[src/design/eth_cmp_defs.svh]
// Constants of the Ethernet header comparator stage
`ifndef ETH_CMP_DEFS_SVH
`define ETH_CMP_DEFS_SVH

// Field byte counts, written as the count of the last byte
`define ADDR_LAST    6'h0B
`define PAIR_LAST    6'h01
`define LLC_LAST     6'h02
`define OUI_LAST     6'h02
`define ITAG_LAST    6'h03

// Tag and type values
`define CTAG_TPID    16'h8100
`define ITAG_TPID    16'h88E7
`define LEN_LIMIT    16'h0600
`define SAP_SNAP     8'hAA
`define SAP_SNAP_ALT 8'hAB
`define LLC_CTL      8'h03
`define OUI_ZERO     24'h000000
`define OUI_ALT      24'h0000F8

// Tag limits
`define MAX_TAGS     2'h2
`define PBB_MAX_TAGS 2'h1

// Comparator stage codes
`define STG_ETH1     3'h0
`define STG_ETH2     3'h1
`define STG_IP1      3'h2
`define STG_IP2      3'h3
`define STG_MPLS     3'h4
`define STG_PTP      3'h5

// Flow set layout
`define NUM_FLOWS    8
`define VID_W        12
`define VID_ZERO     12'h000
`define NO_FLOWS     8'h00

`endif

[src/design/eth_cmp_pkg.sv]
// Types of the Ethernet header comparator stage
package eth_cmp_pkg;

    typedef enum logic [2:0] {
        ST_IDLE   = 3'b000,
        ST_ADDR   = 3'b001,
        ST_TYPE   = 3'b010,
        ST_TAG    = 3'b011,
        ST_LLC    = 3'b100,
        ST_OUI    = 3'b101,
        ST_ITAG   = 3'b110,
        ST_DONE   = 3'b111
    } parse_e;

    typedef struct packed {
        parse_e      st;
        logic        report;
        logic [7:0]  pos;
        logic [5:0]  cnt;
        logic [23:0] sh;
        logic [1:0]  tags;
        logic        type1;
        logic        snap;
        logic        ok;
        logic [15:0] etype;
        logic [11:0] vid;
        logic        vid_vld;
        logic [7:0]  base;
        logic [7:0]  hend;
        logic        match;
        logic        fany;
        logic [7:0]  npos;
        logic [7:0]  spos;
        logic [2:0]  nstage;
    } cmp_s;

    typedef struct packed {
        logic [7:0] hit;
    } flow_s;

endpackage

[src/design/hdr_bus_if.sv]
// Header fields passed from the parser to the flow match sets
`timescale 1ns/100ps
`default_nettype none

interface hdr_bus_if;
    logic [11:0] vid;
    logic        vid_vld;
    logic [7:0]  hit;

    modport parser (output vid, output vid_vld, input hit);
    modport flows  (input vid, input vid_vld, output hit);
endinterface

`default_nettype wire

[src/design/eth_flow_match.sv]
// Per-flow VLAN match sets of the Ethernet comparator
`timescale 1ns/100ps
`default_nettype none
`include "eth_cmp_defs.svh"

module eth_flow_match
    import eth_cmp_pkg::*;
(
    // Clock and reset
    input  wire logic          clk,
    input  wire logic          rst_n,
    // Flow configuration
    input  wire logic [7:0]    flow_enable,
    input  wire logic [95:0]   flow_vid,
    input  wire logic [95:0]   flow_vid_mask,
    // Parser side
    hdr_bus_if.flows           hb
);

    flow_s st;
    flow_s nxt;
    logic [7:0] hit_w;

    // Per-flow match
    // One compare per flow; a masked-off bit is a wildcard
    genvar i;
    generate
        for (i = 0; i < `NUM_FLOWS; i = i + 1) begin : g_flow
            logic [11:0] dif;
            assign dif = (hb.vid ^ flow_vid[i*`VID_W +: `VID_W])
                       & flow_vid_mask[i*`VID_W +: `VID_W];
            assign hit_w[i] = flow_enable[i] && (dif == `VID_ZERO)
                && (hb.vid_vld
                    || flow_vid_mask[i*`VID_W +: `VID_W] == `VID_ZERO);
        end
    endgenerate

    // Next state
    always_comb begin
        nxt = st;
        nxt.hit = hit_w;
    end

    // State register
    always_ff @(posedge clk) begin
        if (!rst_n) begin
            st <= '0;
        end else begin
            st <= nxt;
        end
    end

    assign hb.hit = st.hit;

    // Disabled flows never report
    generate
        for (i = 0; i < `NUM_FLOWS; i = i + 1) begin : g_chk

        end
    endgenerate
endmodule

`default_nettype wire

[src/design/eth_hdr_cmp.sv]
// Ethernet/LLC/SNAP header comparator stage with next-protocol check
`timescale 1ns/100ps
`default_nettype none
`include "eth_cmp_defs.svh"

// Overview of operation
// - Two such stages per engine; FIRST_STAGE marks the fixed first.
// - Length frames accept only the LLC plus SNAP layout.
// - Type II frames carry up to two service or customer tags.
// - LLC before SNAP: both SAP bytes AA or AB, control 03.
// - SNAP is three OUI bytes then two EtherType bytes.
// - SNAP OUI must be zero or F8, fixed in hardware.
// - A tag type inside SNAP means a tag follows right after.
// - Two tags plus LLC plus SNAP is the longest header handled.
// - Backbone mode: type II, zero or one tag, then an I-tag.
// - One next-protocol check set shared by all flows.
// - Per-flow match sets report whether any flow matched.
// - The last EtherType of the header is the one checked.
// - Tags and length field checked by mask or range.
// - Three-bit field selects the stage getting the start position.
// - Five-bit field gives the frame signature start position.
// - One 16-bit global TPID matches service tags; I-tags use the fixed 88E7.
// - Backbone enable exists only in the first stage.
// - EtherType match enable acts only on type II frames.
// - When enabled, the EtherType is compared to a 16-bit value.
// - Stage codes: 0,1 Ethernet, 2,3 IP, 4 MPLS, 5 PTP/OAM.
// - Positions are bytes, first byte of the frame is zero.
// - Mask bit one compares, mask bit zero is a wildcard.
// - With mode set, values below 0600 are lengths needing LLC.
module eth_hdr_cmp
    import eth_cmp_pkg::*;
#(
    parameter bit FIRST_STAGE = 1'b1
)(
    // Clock and reset
    input  wire logic        clk,
    input  wire logic        rst_n,
    // Frame byte stream
    input  wire logic        sof,
    input  wire logic        eof,
    input  wire logic        byte_vld,
    input  wire logic [7:0]  byte_data,
    // Start position from the engine controller
    input  wire logic [7:0]  start_pos,
    // Next-protocol configuration
    input  wire logic [2:0]  nxt_comparator,
    input  wire logic [4:0]  frame_sig_offset,
    input  wire logic [15:0] service_tag_protocol_id,
    input  wire logic        backbone_bridging_enable,
    input  wire logic        etype_match_enable,
    input  wire logic [15:0] etype_match,
    input  wire logic        ethertype_mode,
    input  wire logic [11:0] vid_match,
    input  wire logic [11:0] vid_mask,
    input  wire logic [15:0] len_min,
    input  wire logic [15:0] len_max,
    // Flow configuration
    input  wire logic [7:0]  flow_enable,
    input  wire logic [95:0] flow_vid,
    input  wire logic [95:0] flow_vid_mask,
    // Result to the engine controller
    output logic             done,
    output logic             match,
    output logic             flow_any,
    output logic [2:0]       next_stage,
    output logic [7:0]       next_pos,
    output logic [7:0]       sig_pos
);

    cmp_s        st;
    cmp_s        nxt;
    logic [23:0] nb;
    logic [15:0] v;
    logic [7:0]  cur_idx;
    logic        go;
    logic        last_pair;
    logic        pbb_on;
    logic        tpid_hit;
    logic        itag_hit;
    logic        len_hit;
    logic        vid_hit;
    logic        oui_hit;
    logic        sap_hit;
    logic        stage_ok;
    logic [7:0]  sig_exp;

    hdr_bus_if hb ();

    // Flow match sets
    eth_flow_match u_flows (
        .clk           (clk),
        .rst_n         (rst_n),
        .flow_enable   (flow_enable),
        .flow_vid      (flow_vid),
        .flow_vid_mask (flow_vid_mask),
        .hb            (hb)
    );

    assign hb.vid     = st.vid;
    assign hb.vid_vld = st.vid_vld;

    // Byte window and field decodes
    assign nb        = {st.sh[15:0], byte_data};
    assign v         = nb[15:0];
    assign cur_idx   = sof ? 8'h00 : st.pos;
    assign last_pair = (st.cnt == `PAIR_LAST);
    assign go = byte_vld && (cur_idx == start_pos)
             && (sof || st.st == ST_IDLE);
    assign pbb_on = FIRST_STAGE && backbone_bridging_enable;
    assign tpid_hit = (v == `CTAG_TPID) || (v == service_tag_protocol_id);
    assign itag_hit = pbb_on && (v == `ITAG_TPID) && !st.snap;
    // Length only when mode allows it
    assign len_hit  = ethertype_mode && (v < `LEN_LIMIT)
                   && !st.snap && !st.type1;
    assign vid_hit  = (((nb[11:0] ^ vid_match) & vid_mask) == `VID_ZERO);
    assign oui_hit  = (nb == `OUI_ZERO) || (nb == `OUI_ALT);
    assign sap_hit  = (byte_data == `SAP_SNAP)
                   || (byte_data == `SAP_SNAP_ALT);
    assign stage_ok = (nxt_comparator != `STG_ETH1)
                   && (nxt_comparator <= `STG_PTP);
    assign sig_exp  = st.base + {3'h0, frame_sig_offset};

    // Parser next state
    always_comb begin
        nxt = st;
        nxt.report = 1'b0;
        if (byte_vld) begin
            nxt.pos = cur_idx + 8'h01;
            nxt.sh  = nb;
            nxt.cnt = st.cnt + 6'h01;
        end
        if (go) begin
            nxt.st      = ST_ADDR;
            nxt.cnt     = 6'h01;
            nxt.tags    = 2'h0;
            nxt.type1   = 1'b0;
            nxt.snap    = 1'b0;
            nxt.ok      = 1'b1;
            nxt.vid_vld = 1'b0;
            nxt.base    = start_pos;
        end else if (byte_vld && sof) begin
            nxt.st = ST_IDLE;
        end else begin
            case (st.st)
                ST_IDLE: begin
                    nxt.st = ST_IDLE;
                end
                ST_ADDR: begin
                    if (byte_vld && st.cnt == `ADDR_LAST) begin
                        nxt.st  = ST_TYPE;
                        nxt.cnt = 6'h00;
                    end
                end
                ST_TYPE: begin
                    if (byte_vld && last_pair) begin
                        nxt.cnt = 6'h00;
                        if (tpid_hit) begin
                            if (st.tags == `MAX_TAGS) begin
                                nxt.ok   = 1'b0;
                                nxt.st   = ST_DONE;
                                nxt.hend = cur_idx + 8'h01;
                            end else begin
                                nxt.tags = st.tags + 2'h1;
                                nxt.st   = ST_TAG;
                            end
                        end else if (itag_hit) begin
                            // Zero or one tag before I-tag
                            if (st.tags > `PBB_MAX_TAGS) begin
                                nxt.ok = 1'b0;
                            end
                            nxt.st = ST_ITAG;
                        end else if (len_hit) begin
                            nxt.type1 = 1'b1;
                            nxt.st    = ST_LLC;
                            if (v < len_min || v > len_max) begin
                                nxt.ok = 1'b0;
                            end
                        end else begin
                            nxt.etype = v;
                            nxt.st    = ST_DONE;
                            nxt.hend  = cur_idx + 8'h01;
                            if (etype_match_enable && !st.type1
                                && v != etype_match) begin
                                nxt.ok = 1'b0;
                            end
                            if (pbb_on) begin
                                nxt.ok = 1'b0;
                            end
                        end
                    end
                end
                ST_TAG: begin
                    if (byte_vld && last_pair) begin
                        nxt.st  = ST_TYPE;
                        nxt.cnt = 6'h00;
                        if (!st.vid_vld) begin
                            nxt.vid     = nb[11:0];
                            nxt.vid_vld = 1'b1;
                        end
                        if (!vid_hit) begin
                            nxt.ok = 1'b0;
                        end
                    end
                end
                ST_LLC: begin
                    if (byte_vld) begin
                        if (st.cnt == `LLC_LAST) begin
                            nxt.st  = ST_OUI;
                            nxt.cnt = 6'h00;
                            if (byte_data != `LLC_CTL) begin
                                nxt.ok = 1'b0;
                            end
                        end else if (!sap_hit) begin
                            nxt.ok = 1'b0;
                        end
                    end
                end
                ST_OUI: begin
                    if (byte_vld && st.cnt == `OUI_LAST) begin
                        nxt.st   = ST_TYPE;
                        nxt.cnt  = 6'h00;
                        nxt.snap = 1'b1;
                        if (!oui_hit) begin
                            nxt.ok = 1'b0;
                        end
                    end
                end
                ST_ITAG: begin
                    if (byte_vld && st.cnt == `ITAG_LAST) begin
                        nxt.st   = ST_DONE;
                        nxt.hend = cur_idx + 8'h01;
                    end
                end
                ST_DONE: begin
                    nxt.st     = ST_IDLE;
                    nxt.report = 1'b1;
                    nxt.fany   = |hb.hit;
                    nxt.match  = st.ok && stage_ok && (|hb.hit);
                    nxt.npos   = st.hend;
                    nxt.spos   = sig_exp;
                    nxt.nstage = nxt_comparator;
                end
                default: begin
                    nxt.st = ST_IDLE;
                end
            endcase
            // Frame ended inside the header
            if (byte_vld && eof && nxt.st != ST_DONE
                && nxt.st != ST_IDLE) begin
                nxt.ok   = 1'b0;
                nxt.st   = ST_DONE;
                nxt.hend = cur_idx + 8'h01;
            end
        end
    end

    // State register
    always_ff @(posedge clk) begin
        if (!rst_n) begin
            st <= '0;
        end else begin
            st <= nxt;
        end
    end

    // Result outputs
    assign done       = st.report;
    assign match      = st.match;
    assign flow_any   = st.fany;
    assign next_stage = st.nstage;
    assign next_pos   = st.npos;
    assign sig_pos    = st.spos;
endmodule

`default_nettype wire

[config.mk]
export PLATFORM = sky130hd
export DESIGN_NAME = eth_hdr_cmp
export DESIGN_NICKNAME = d
export VERILOG_FILES = /design/src/design/eth_cmp_pkg.sv /design/src/design/hdr_bus_if.sv /design/src/design/eth_flow_match.sv /design/src/design/eth_hdr_cmp.sv
export VERILOG_INCLUDE_DIRS = /design/src /design/src/design
export SDC_FILE = /design/constraint.sdc
export NUM_CORES = 1
export LEC_CHECK = 0
export ABC_AREA = 1
export BUFFER_PORTS_ARGS = -buffer_cell sky130_fd_sc_hd__buf_4
export CAP_MARGIN = 20
export CORE_AREA = 2 2 165 167
export CTS_BUF_LIST = sky130_fd_sc_hd__clkbuf_16
export DETAILED_ROUTE_END_ITERATION = 10
export DIE_AREA = 0 0 167 169
export SKIP_LAST_GASP = 1
export SLEW_MARGIN = 25
export SYNTH_ARGS = -nofsm -noshare
export SYNTH_HDL_FRONTEND = slang
export SYNTH_HIERARCHICAL = 1
export SYNTH_SLANG_ARGS = --single-unit
[constraint.sdc]
create_clock -name clk -period 1.7 [get_ports clk]
set_input_delay 0.34 -clock clk [delete_from_list [all_inputs] [get_ports clk]]
set_output_delay 0.34 -clock clk [all_outputs]
set_load 0.02 [all_outputs]
==> impl_metrics.env, run 1 <==
export IMPL_fmax_mhz=494
export IMPL_root_buffer="clkbuf_16"
export IMPL_final_min_clock_period_ns=2.03
export IMPL_synth_top_area_cell="dfxtp_1"
export IMPL_cts_buffer_depth=2
export IMPL_ys_warn_count=6
export IMPL_place_worst_setup_slack_ns=-0.470
export IMPL_antenna_found_initial=1
export IMPL_relSlewSlack_pct=61.3
export IMPL_placed_cells=2287
export IMPL_grt_pass1_vias=10700
export IMPL_synthDistinctLibCells=53
export IMPL_fp_coreArea_mm2=0.0265
export IMPL_syn_to_final_growth_pct=58.9
export IMPL_crit_arrival_ns=2.29
export IMPL_drtIter0Drc=693
export IMPL_critPathKind="flop to flop"
export IMPL_cp_startpoint="nb[14]"
export IMPL_clkTransAtPathRegs_ns=0.08
export IMPL_pin_count=342
export IMPL_syn_area_mm2=0.00888
export IMPL_placementRows=60
export IMPL_endpoint_kind="flop"
export IMPL_grt_setup_unrepaired="yes"
export IMPL_grt_overflow=0
export IMPL_hold_buffers=0
export IMPL_port_buffers=341
export IMPL_timing_critical_path_buf_inv=3
export IMPL_grt_pass1_wl_um=55600
export IMPL_synthDominantCellAreaShare_pct=21.9
export IMPL_grt_max_degree=35
export IMPL_die_x_um=167
export IMPL_cts_max_level=3
export IMPL_critical_path_cell_count=17
export IMPL_synth_seq_area_share_pct=21.9
export IMPL_drv_slew=0
export IMPL_violations="setup timing"
export IMPL_clock_sinks=97
export IMPL_postRouteAntennaNets=0
export IMPL_wl_per_cell_um=15.5
export IMPL_clock_latency_ns=0.36
export IMPL_fin_cells=2337
export IMPL_synth_area_per_cell_um2=5.90
export IMPL_synthArstFlopShare_pct=0
export IMPL_synth_nets=1867
export IMPL_ys_seq_elements=97
export IMPL_report_final_setup_viol=48
export IMPL_hp_start="nxt_comparator[0]"
export IMPL_routed_via_density=4.72
export IMPL_irDropWorstVdd_v=0.000443
export IMPL_worstMarginPinSlew_ns=0.580
export IMPL_reg2regPathDepth=17
export IMPL_initial_core_util_pct=33.5
export IMPL_critPathLaunchType="flop"
export IMPL_path_common_cell="nor2_4"
export IMPL_die_area_mm2=0.0282
export IMPL_leakagePower_nw=7.18
export IMPL_numCtsBuffers=9
export IMPL_slowest_delay_ns=0.37
export IMPL_cp_slowest_cell="dfxtp_4"
export IMPL_ys_flop_type="dfxtp_1"
export IMPL_crit_family="simple AND/OR/NAND/NOR gates"
export IMPL_cts_tree="done"
export IMPL_fin_nets=2353
export IMPL_finalCritPeriodShare_pct=119
export IMPL_synth_edf_count=0
export IMPL_dpl_hpwl_um=29200
export IMPL_cp_cell_sequence="buf_6 -> inv_4 -> or2_0 -> nand3_1 -> nor2_1 -> nand2_1 -> nor2_4 -> nor2_4 -> nor2_4 -> nor2_4 -> nand2_4 -> o311ai_4 -> nand2_4 -> inv_8 -> nand2_2 -> nand2_2 -> nor2_2"
export IMPL_totalWireLength_um=36200
export IMPL_drv_cap=0
export IMPL_track_usage_pct=24.8
export IMPL_drc=0
export IMPL_hold_viol_final=0
export IMPL_status="complete, but fails checks"
export IMPL_synth_area_leaders="dfxtp_1 (22%), nand2_1 (18%), inv_1 (8.0%)"
export IMPL_min_path_type="input port to flop"
export IMPL_yosysMostFrequentCell="nand2_1"
export IMPL_die_y_um=169
export IMPL_setup_slack_ns=-0.326
export IMPL_place_congestion=0.906
export IMPL_netlist_top_cells_count="nand2_1 (433), inv_1 (190), nor2_1 (189)"
export IMPL_crit_required_ns=1.96
export IMPL_crit_fanout=5
export IMPL_vias=11000
export IMPL_finClkSkew_ns=0.0104
export IMPL_final_layout_size_suffix_gt1_share_pct=39.3
export IMPL_synthCells=1504
export IMPL_hold_depth=3
export IMPL_r2r_start="nb[14]"
export IMPL_drt_pass1_iterations=5
export IMPL_power_density_mw_per_mm2=462
-- power breakdown --
group          internal [mW]  switching, mW  leakage, nW
clock network           1.05           1.07        0.150
logic                   1.08          0.954         6.23
registers               2.31         0.0392        0.793
total                   4.45           2.06         7.18
-- sequential cells by signal, summed over array words and instances (netlist names) --
signal and count:
next_pos 8, hb.vid 12, next_stage 3, nb 16
done 1, st 38, sig_pos 8, u_flows/hb.hit 8
match 1, hb.vid_vld 1, flow_any 1
-- per-stage QoR --
step	area [µm²]	hold slack [ns]	utilization (%)	setup TNS, ns	total power, mW
floorplan	8940	0.420	-	-1.79	3.18
global placement	12800	0.437	48.2	-14.06	4.26
detailed placement	12800	0.441	48.2	-15.68	4.28
CTS	13700	0.223	51.6	-5.29	6.48
global route	14100	0.224	53.2	-12.74	6.85
finish	14100	0.237	53.2	-5.67	6.51
-- worst register-to-register path, delay by kind of cell, from the launching register on --
kind                   cells  cell delay (ns)
flip-flops                 1             0.37
AO/OA/AOI/OAI              1             0.09
AND/OR/NAND/NOR           13             1.24
buffers and inverters      3             0.25
-- timing repair --
action	CTS	global route
gates resized for setup	132	89
pin swaps	46	49
cloned	4	1
endpoints found under the setup margin	55	67
buffers inserted	22	13
-- layer usage --
layer	global-route usage [%]	wire [µm]	part of all wire, %
met1	30.2	15400	42
met3	2.71	1720	4.7
met2	45.6	18200	50
met4	7.91	950	2.6
met5	0	0	0
-- cell usage in the layout, fill, tap and decap left out, types with 17 or more instances in the layout --
cell type    n
a21oi_1     61
a21oi_2     32
buf_4      507
buf_6       20
dfxtp_1     83
ha_1        35
inv_1      185
inv_2       23
nand2_1    400
nand2_2     30
nand2_4     17
nand3_1    112
nor2_1     172
nor2_2      18
o21ai_0     45
or2_2       21
xor2_1      19
-- kinds of logic (layout without fill, tap and decap cells) --
group                      Yosys count  after routing  synth area share (%)
AOI/OAI and AO/OA                  193            193                  12.4
other                                0              1                     0
buffers and inverters              278            768                  14.0
xor gates and xnor gates            34             34                  3.35
adders and majority gates           43             43                  6.14
and+or+nand+nor                    859            860                  42.3
DFF                                 97             97                  21.9
-- path summary, 6_finish.rpt --
| kind | slack [ns] | end |
|---|---|---|
| min reg2reg | 0.44 | hb.vid[9] |
| max | -0.33 | st[23] |
| max reg2reg | -0.33 | st[23] |
| min | 0.24 | next_stage[0] |
-- final cells by class --
class                   instances  area [µm²]
repair inverters                3        28.8
clock buffers                   9         225
clock inverters                 7        81.3
diodes                          1        2.50
well taps                     341         427
multi-input cells            1130        6350
flip-flops and latches         97        1970
fillers                      2637       12400
repair buffers                535        4190
inverters                     214         832
(Power assumes the default switching activity.)
==> run 2: changes to the inputs <==
--- a/config.mk
+++ b/config.mk
@@ -9,10 +9,10 @@
 export ABC_AREA = 1
 export BUFFER_PORTS_ARGS = -buffer_cell sky130_fd_sc_hd__buf_4
 export CAP_MARGIN = 20
-export CORE_AREA = 2 2 165 167
-export CTS_BUF_LIST = sky130_fd_sc_hd__clkbuf_16
+export CORE_AREA = 2 2 118 234
 export DETAILED_ROUTE_END_ITERATION = 10
-export DIE_AREA = 0 0 167 169
+export DIE_AREA = 0 0 120 236
+export PLACE_DENSITY = 0.62
 export SKIP_LAST_GASP = 1
 export SLEW_MARGIN = 25
 export SYNTH_ARGS = -nofsm -noshare
==> impl_metrics.env, run 2 (synthesis results as in run 1) <==
export IMPL_numCtsBuffers=9
export IMPL_pin_count=342
export IMPL_slowest_delay_ns=0.38
export IMPL_placed_cell_area_mm2=0.0128
export IMPL_cp_slowest_cell="dfxtp_4"
export IMPL_power_density_mw_per_mm2=463
export IMPL_fin_nets=2351
export IMPL_min_path_type="input port to flop"
export IMPL_antennaDiodeCount=0
export IMPL_irDropWorstVdd_v=0.000418
export IMPL_hold_buffers=0
export IMPL_critPathKind="flop to flop"
export IMPL_die_y_um=236
export IMPL_placementRows=85
export IMPL_die_area_mm2=0.0283
export IMPL_grt_max_degree=41
export IMPL_leakagePower_nw=7.12
export IMPL_antenna_found_initial=0
export IMPL_vias=10900
export IMPL_fmax_mhz=484
export IMPL_relSlewSlack_pct=62.7
export IMPL_drt_pass1_iterations=5
export IMPL_fin_cells=2341
export IMPL_grt_pass1_vias=10400
export IMPL_fp_coreArea_mm2=0.0267
export IMPL_port_buffers=341
export IMPL_largest_register="st"
export IMPL_track_usage_pct=23.7
export IMPL_drv_slew=0
export IMPL_crit_required_ns=2.01
export IMPL_cts_max_level=3
export IMPL_placed_cells=2295
export IMPL_clock_latency_ns=0.36
export IMPL_setup_slack_ns=-0.366
export IMPL_hp_start="nxt_comparator[0]"
export IMPL_syn_to_final_growth_pct=57.3
export IMPL_crit_fanout=4
export IMPL_finClkSkew_ns=0.0189
export IMPL_crit_arrival_ns=2.38
export IMPL_r2r_start="nb[10]"
export IMPL_cp_cell_sequence="buf_4 -> buf_4 -> nor2_1 -> nor2_1 -> nor4_1 -> buf_4 -> nand4_1 -> nor2_2 -> nor2_1 -> nand2_1 -> nand2_1 -> nand2_1 -> nand2_1 -> nand2_1 -> nand2_1 -> nor2_1"
export IMPL_drtIter0Drc=542
export IMPL_place_congestion=0.913
export IMPL_hold_viol_final=0
export IMPL_cts_tree="done"
export IMPL_stdcell_area_mm2=0.0140
export IMPL_drc=0
export IMPL_grt_overflow=0
export IMPL_die_x_um=120
export IMPL_layout_common_cells="buf_4 (500), nand2_1 (407), inv_1 (184)"
export IMPL_postRouteAntennaNets=0
export IMPL_wl_per_cell_um=15.0
export IMPL_finalCritPeriodShare_pct=122
export IMPL_critPathLaunchType="flop"
export IMPL_clock_sinks=97
export IMPL_clkTransAtPathRegs_ns=0.09
export IMPL_endpoint_kind="flop"
export IMPL_final_layout_size_suffix_gt1_share_pct=38.5
export IMPL_worstMarginPinSlew_ns=0.559
export IMPL_cts_buffer_depth=2
export IMPL_cp_startpoint="nb[10]"
export IMPL_routed_via_density=4.67
export IMPL_dpl_hpwl_um=28100
export IMPL_violations="setup timing"
export IMPL_root_buffer="clkbuf_16"
export IMPL_layout_commonest_cell="buf_4"
export IMPL_status="complete, but fails checks"
export IMPL_totalWireLength_um=35200
export IMPL_grt_setup_unrepaired="yes"
export IMPL_drv_cap=0
export IMPL_path_common_cell="nand2_1"
export IMPL_final_min_clock_period_ns=2.07
export IMPL_worst_hold_slack_ns=0.261
export IMPL_largest_reg_flops=38
export IMPL_initial_core_util_pct=33.3
export IMPL_report_final_setup_viol=49
export IMPL_grt_pass1_wl_um=53300
## run 2: where the power goes
group / switching [mW] / internal, mW
clock: 1.09 / 1.06
sequential: 0.0435 / 2.31
combinational: 0.912 / 1.06
total: 2.04 / 4.42
## run 2: timing repair
action | in CTS | in global routing
pin swaps | 36 | 33
setup endpoints to repair | 62 | 69
gates cloned | 6 | 3
gates resized for setup | 82 | 107
setup buffers | 10 | 13
## run 2: final timing paths
path / end / slack [ns] / cells after the start
worst max-delay path: st[66] / -0.37 / 16
worst min-delay path: next_stage[0] / 0.26 / 3
worst max register to register: st[66] / -0.37 / 16
worst min register to register: hb.vid[3] / 0.46 / 2
## run 2: cell type report
class / instances / area (µm²)
timing repair inverter: 4 / 42.5
multi-input combinational: 1131 / 6190
inverter: 214 / 832
clock inverter: 7 / 81.3
timing repair buffer: 531 / 4180
fill: 2755 / 12700
tap: 348 / 435
clock buffer: 9 / 225
sequential: 97 / 1980
## run 2: metal layers
layer / vias up / global-route usage (%) / share of wire, % / wire (µm)
met2: 374 / 42.7 / 50 / 17500
met5: - / 0 / 0 / 0
met4: 0 / 7.17 / 2.8 / 994
met3: 62 / 4.52 / 7.0 / 2460
li1: 5691 / - / - / -
met1: 4817 / 28.0 / 41 / 14300
## run 2: worst max-delay path: cells and delay by family (launching register included)
family / cells / cell delay, ns
DFF: 1 / 0.38
and+or+nand+nor: 13 / 1.19
buffers and inverters: 3 / 0.45
## run 2: through the flow
stage | utilization, % | setup slack (ns) | total power, mW | TNS [ns]
6_report | 52.3 | -0.366 | 6.47 | -6.33
3_3_place_gp | 47.8 | -0.393 | 4.23 | -14.74
5_1_grt | 52.3 | -0.466 | 6.83 | -11.63
4_1_cts | 50.5 | -0.310 | 6.45 | -7.87
2_1_floorplan | - | -0.112 | 3.18 | -1.79
3_5_place_dp | 47.8 | -0.421 | 4.25 | -16.93
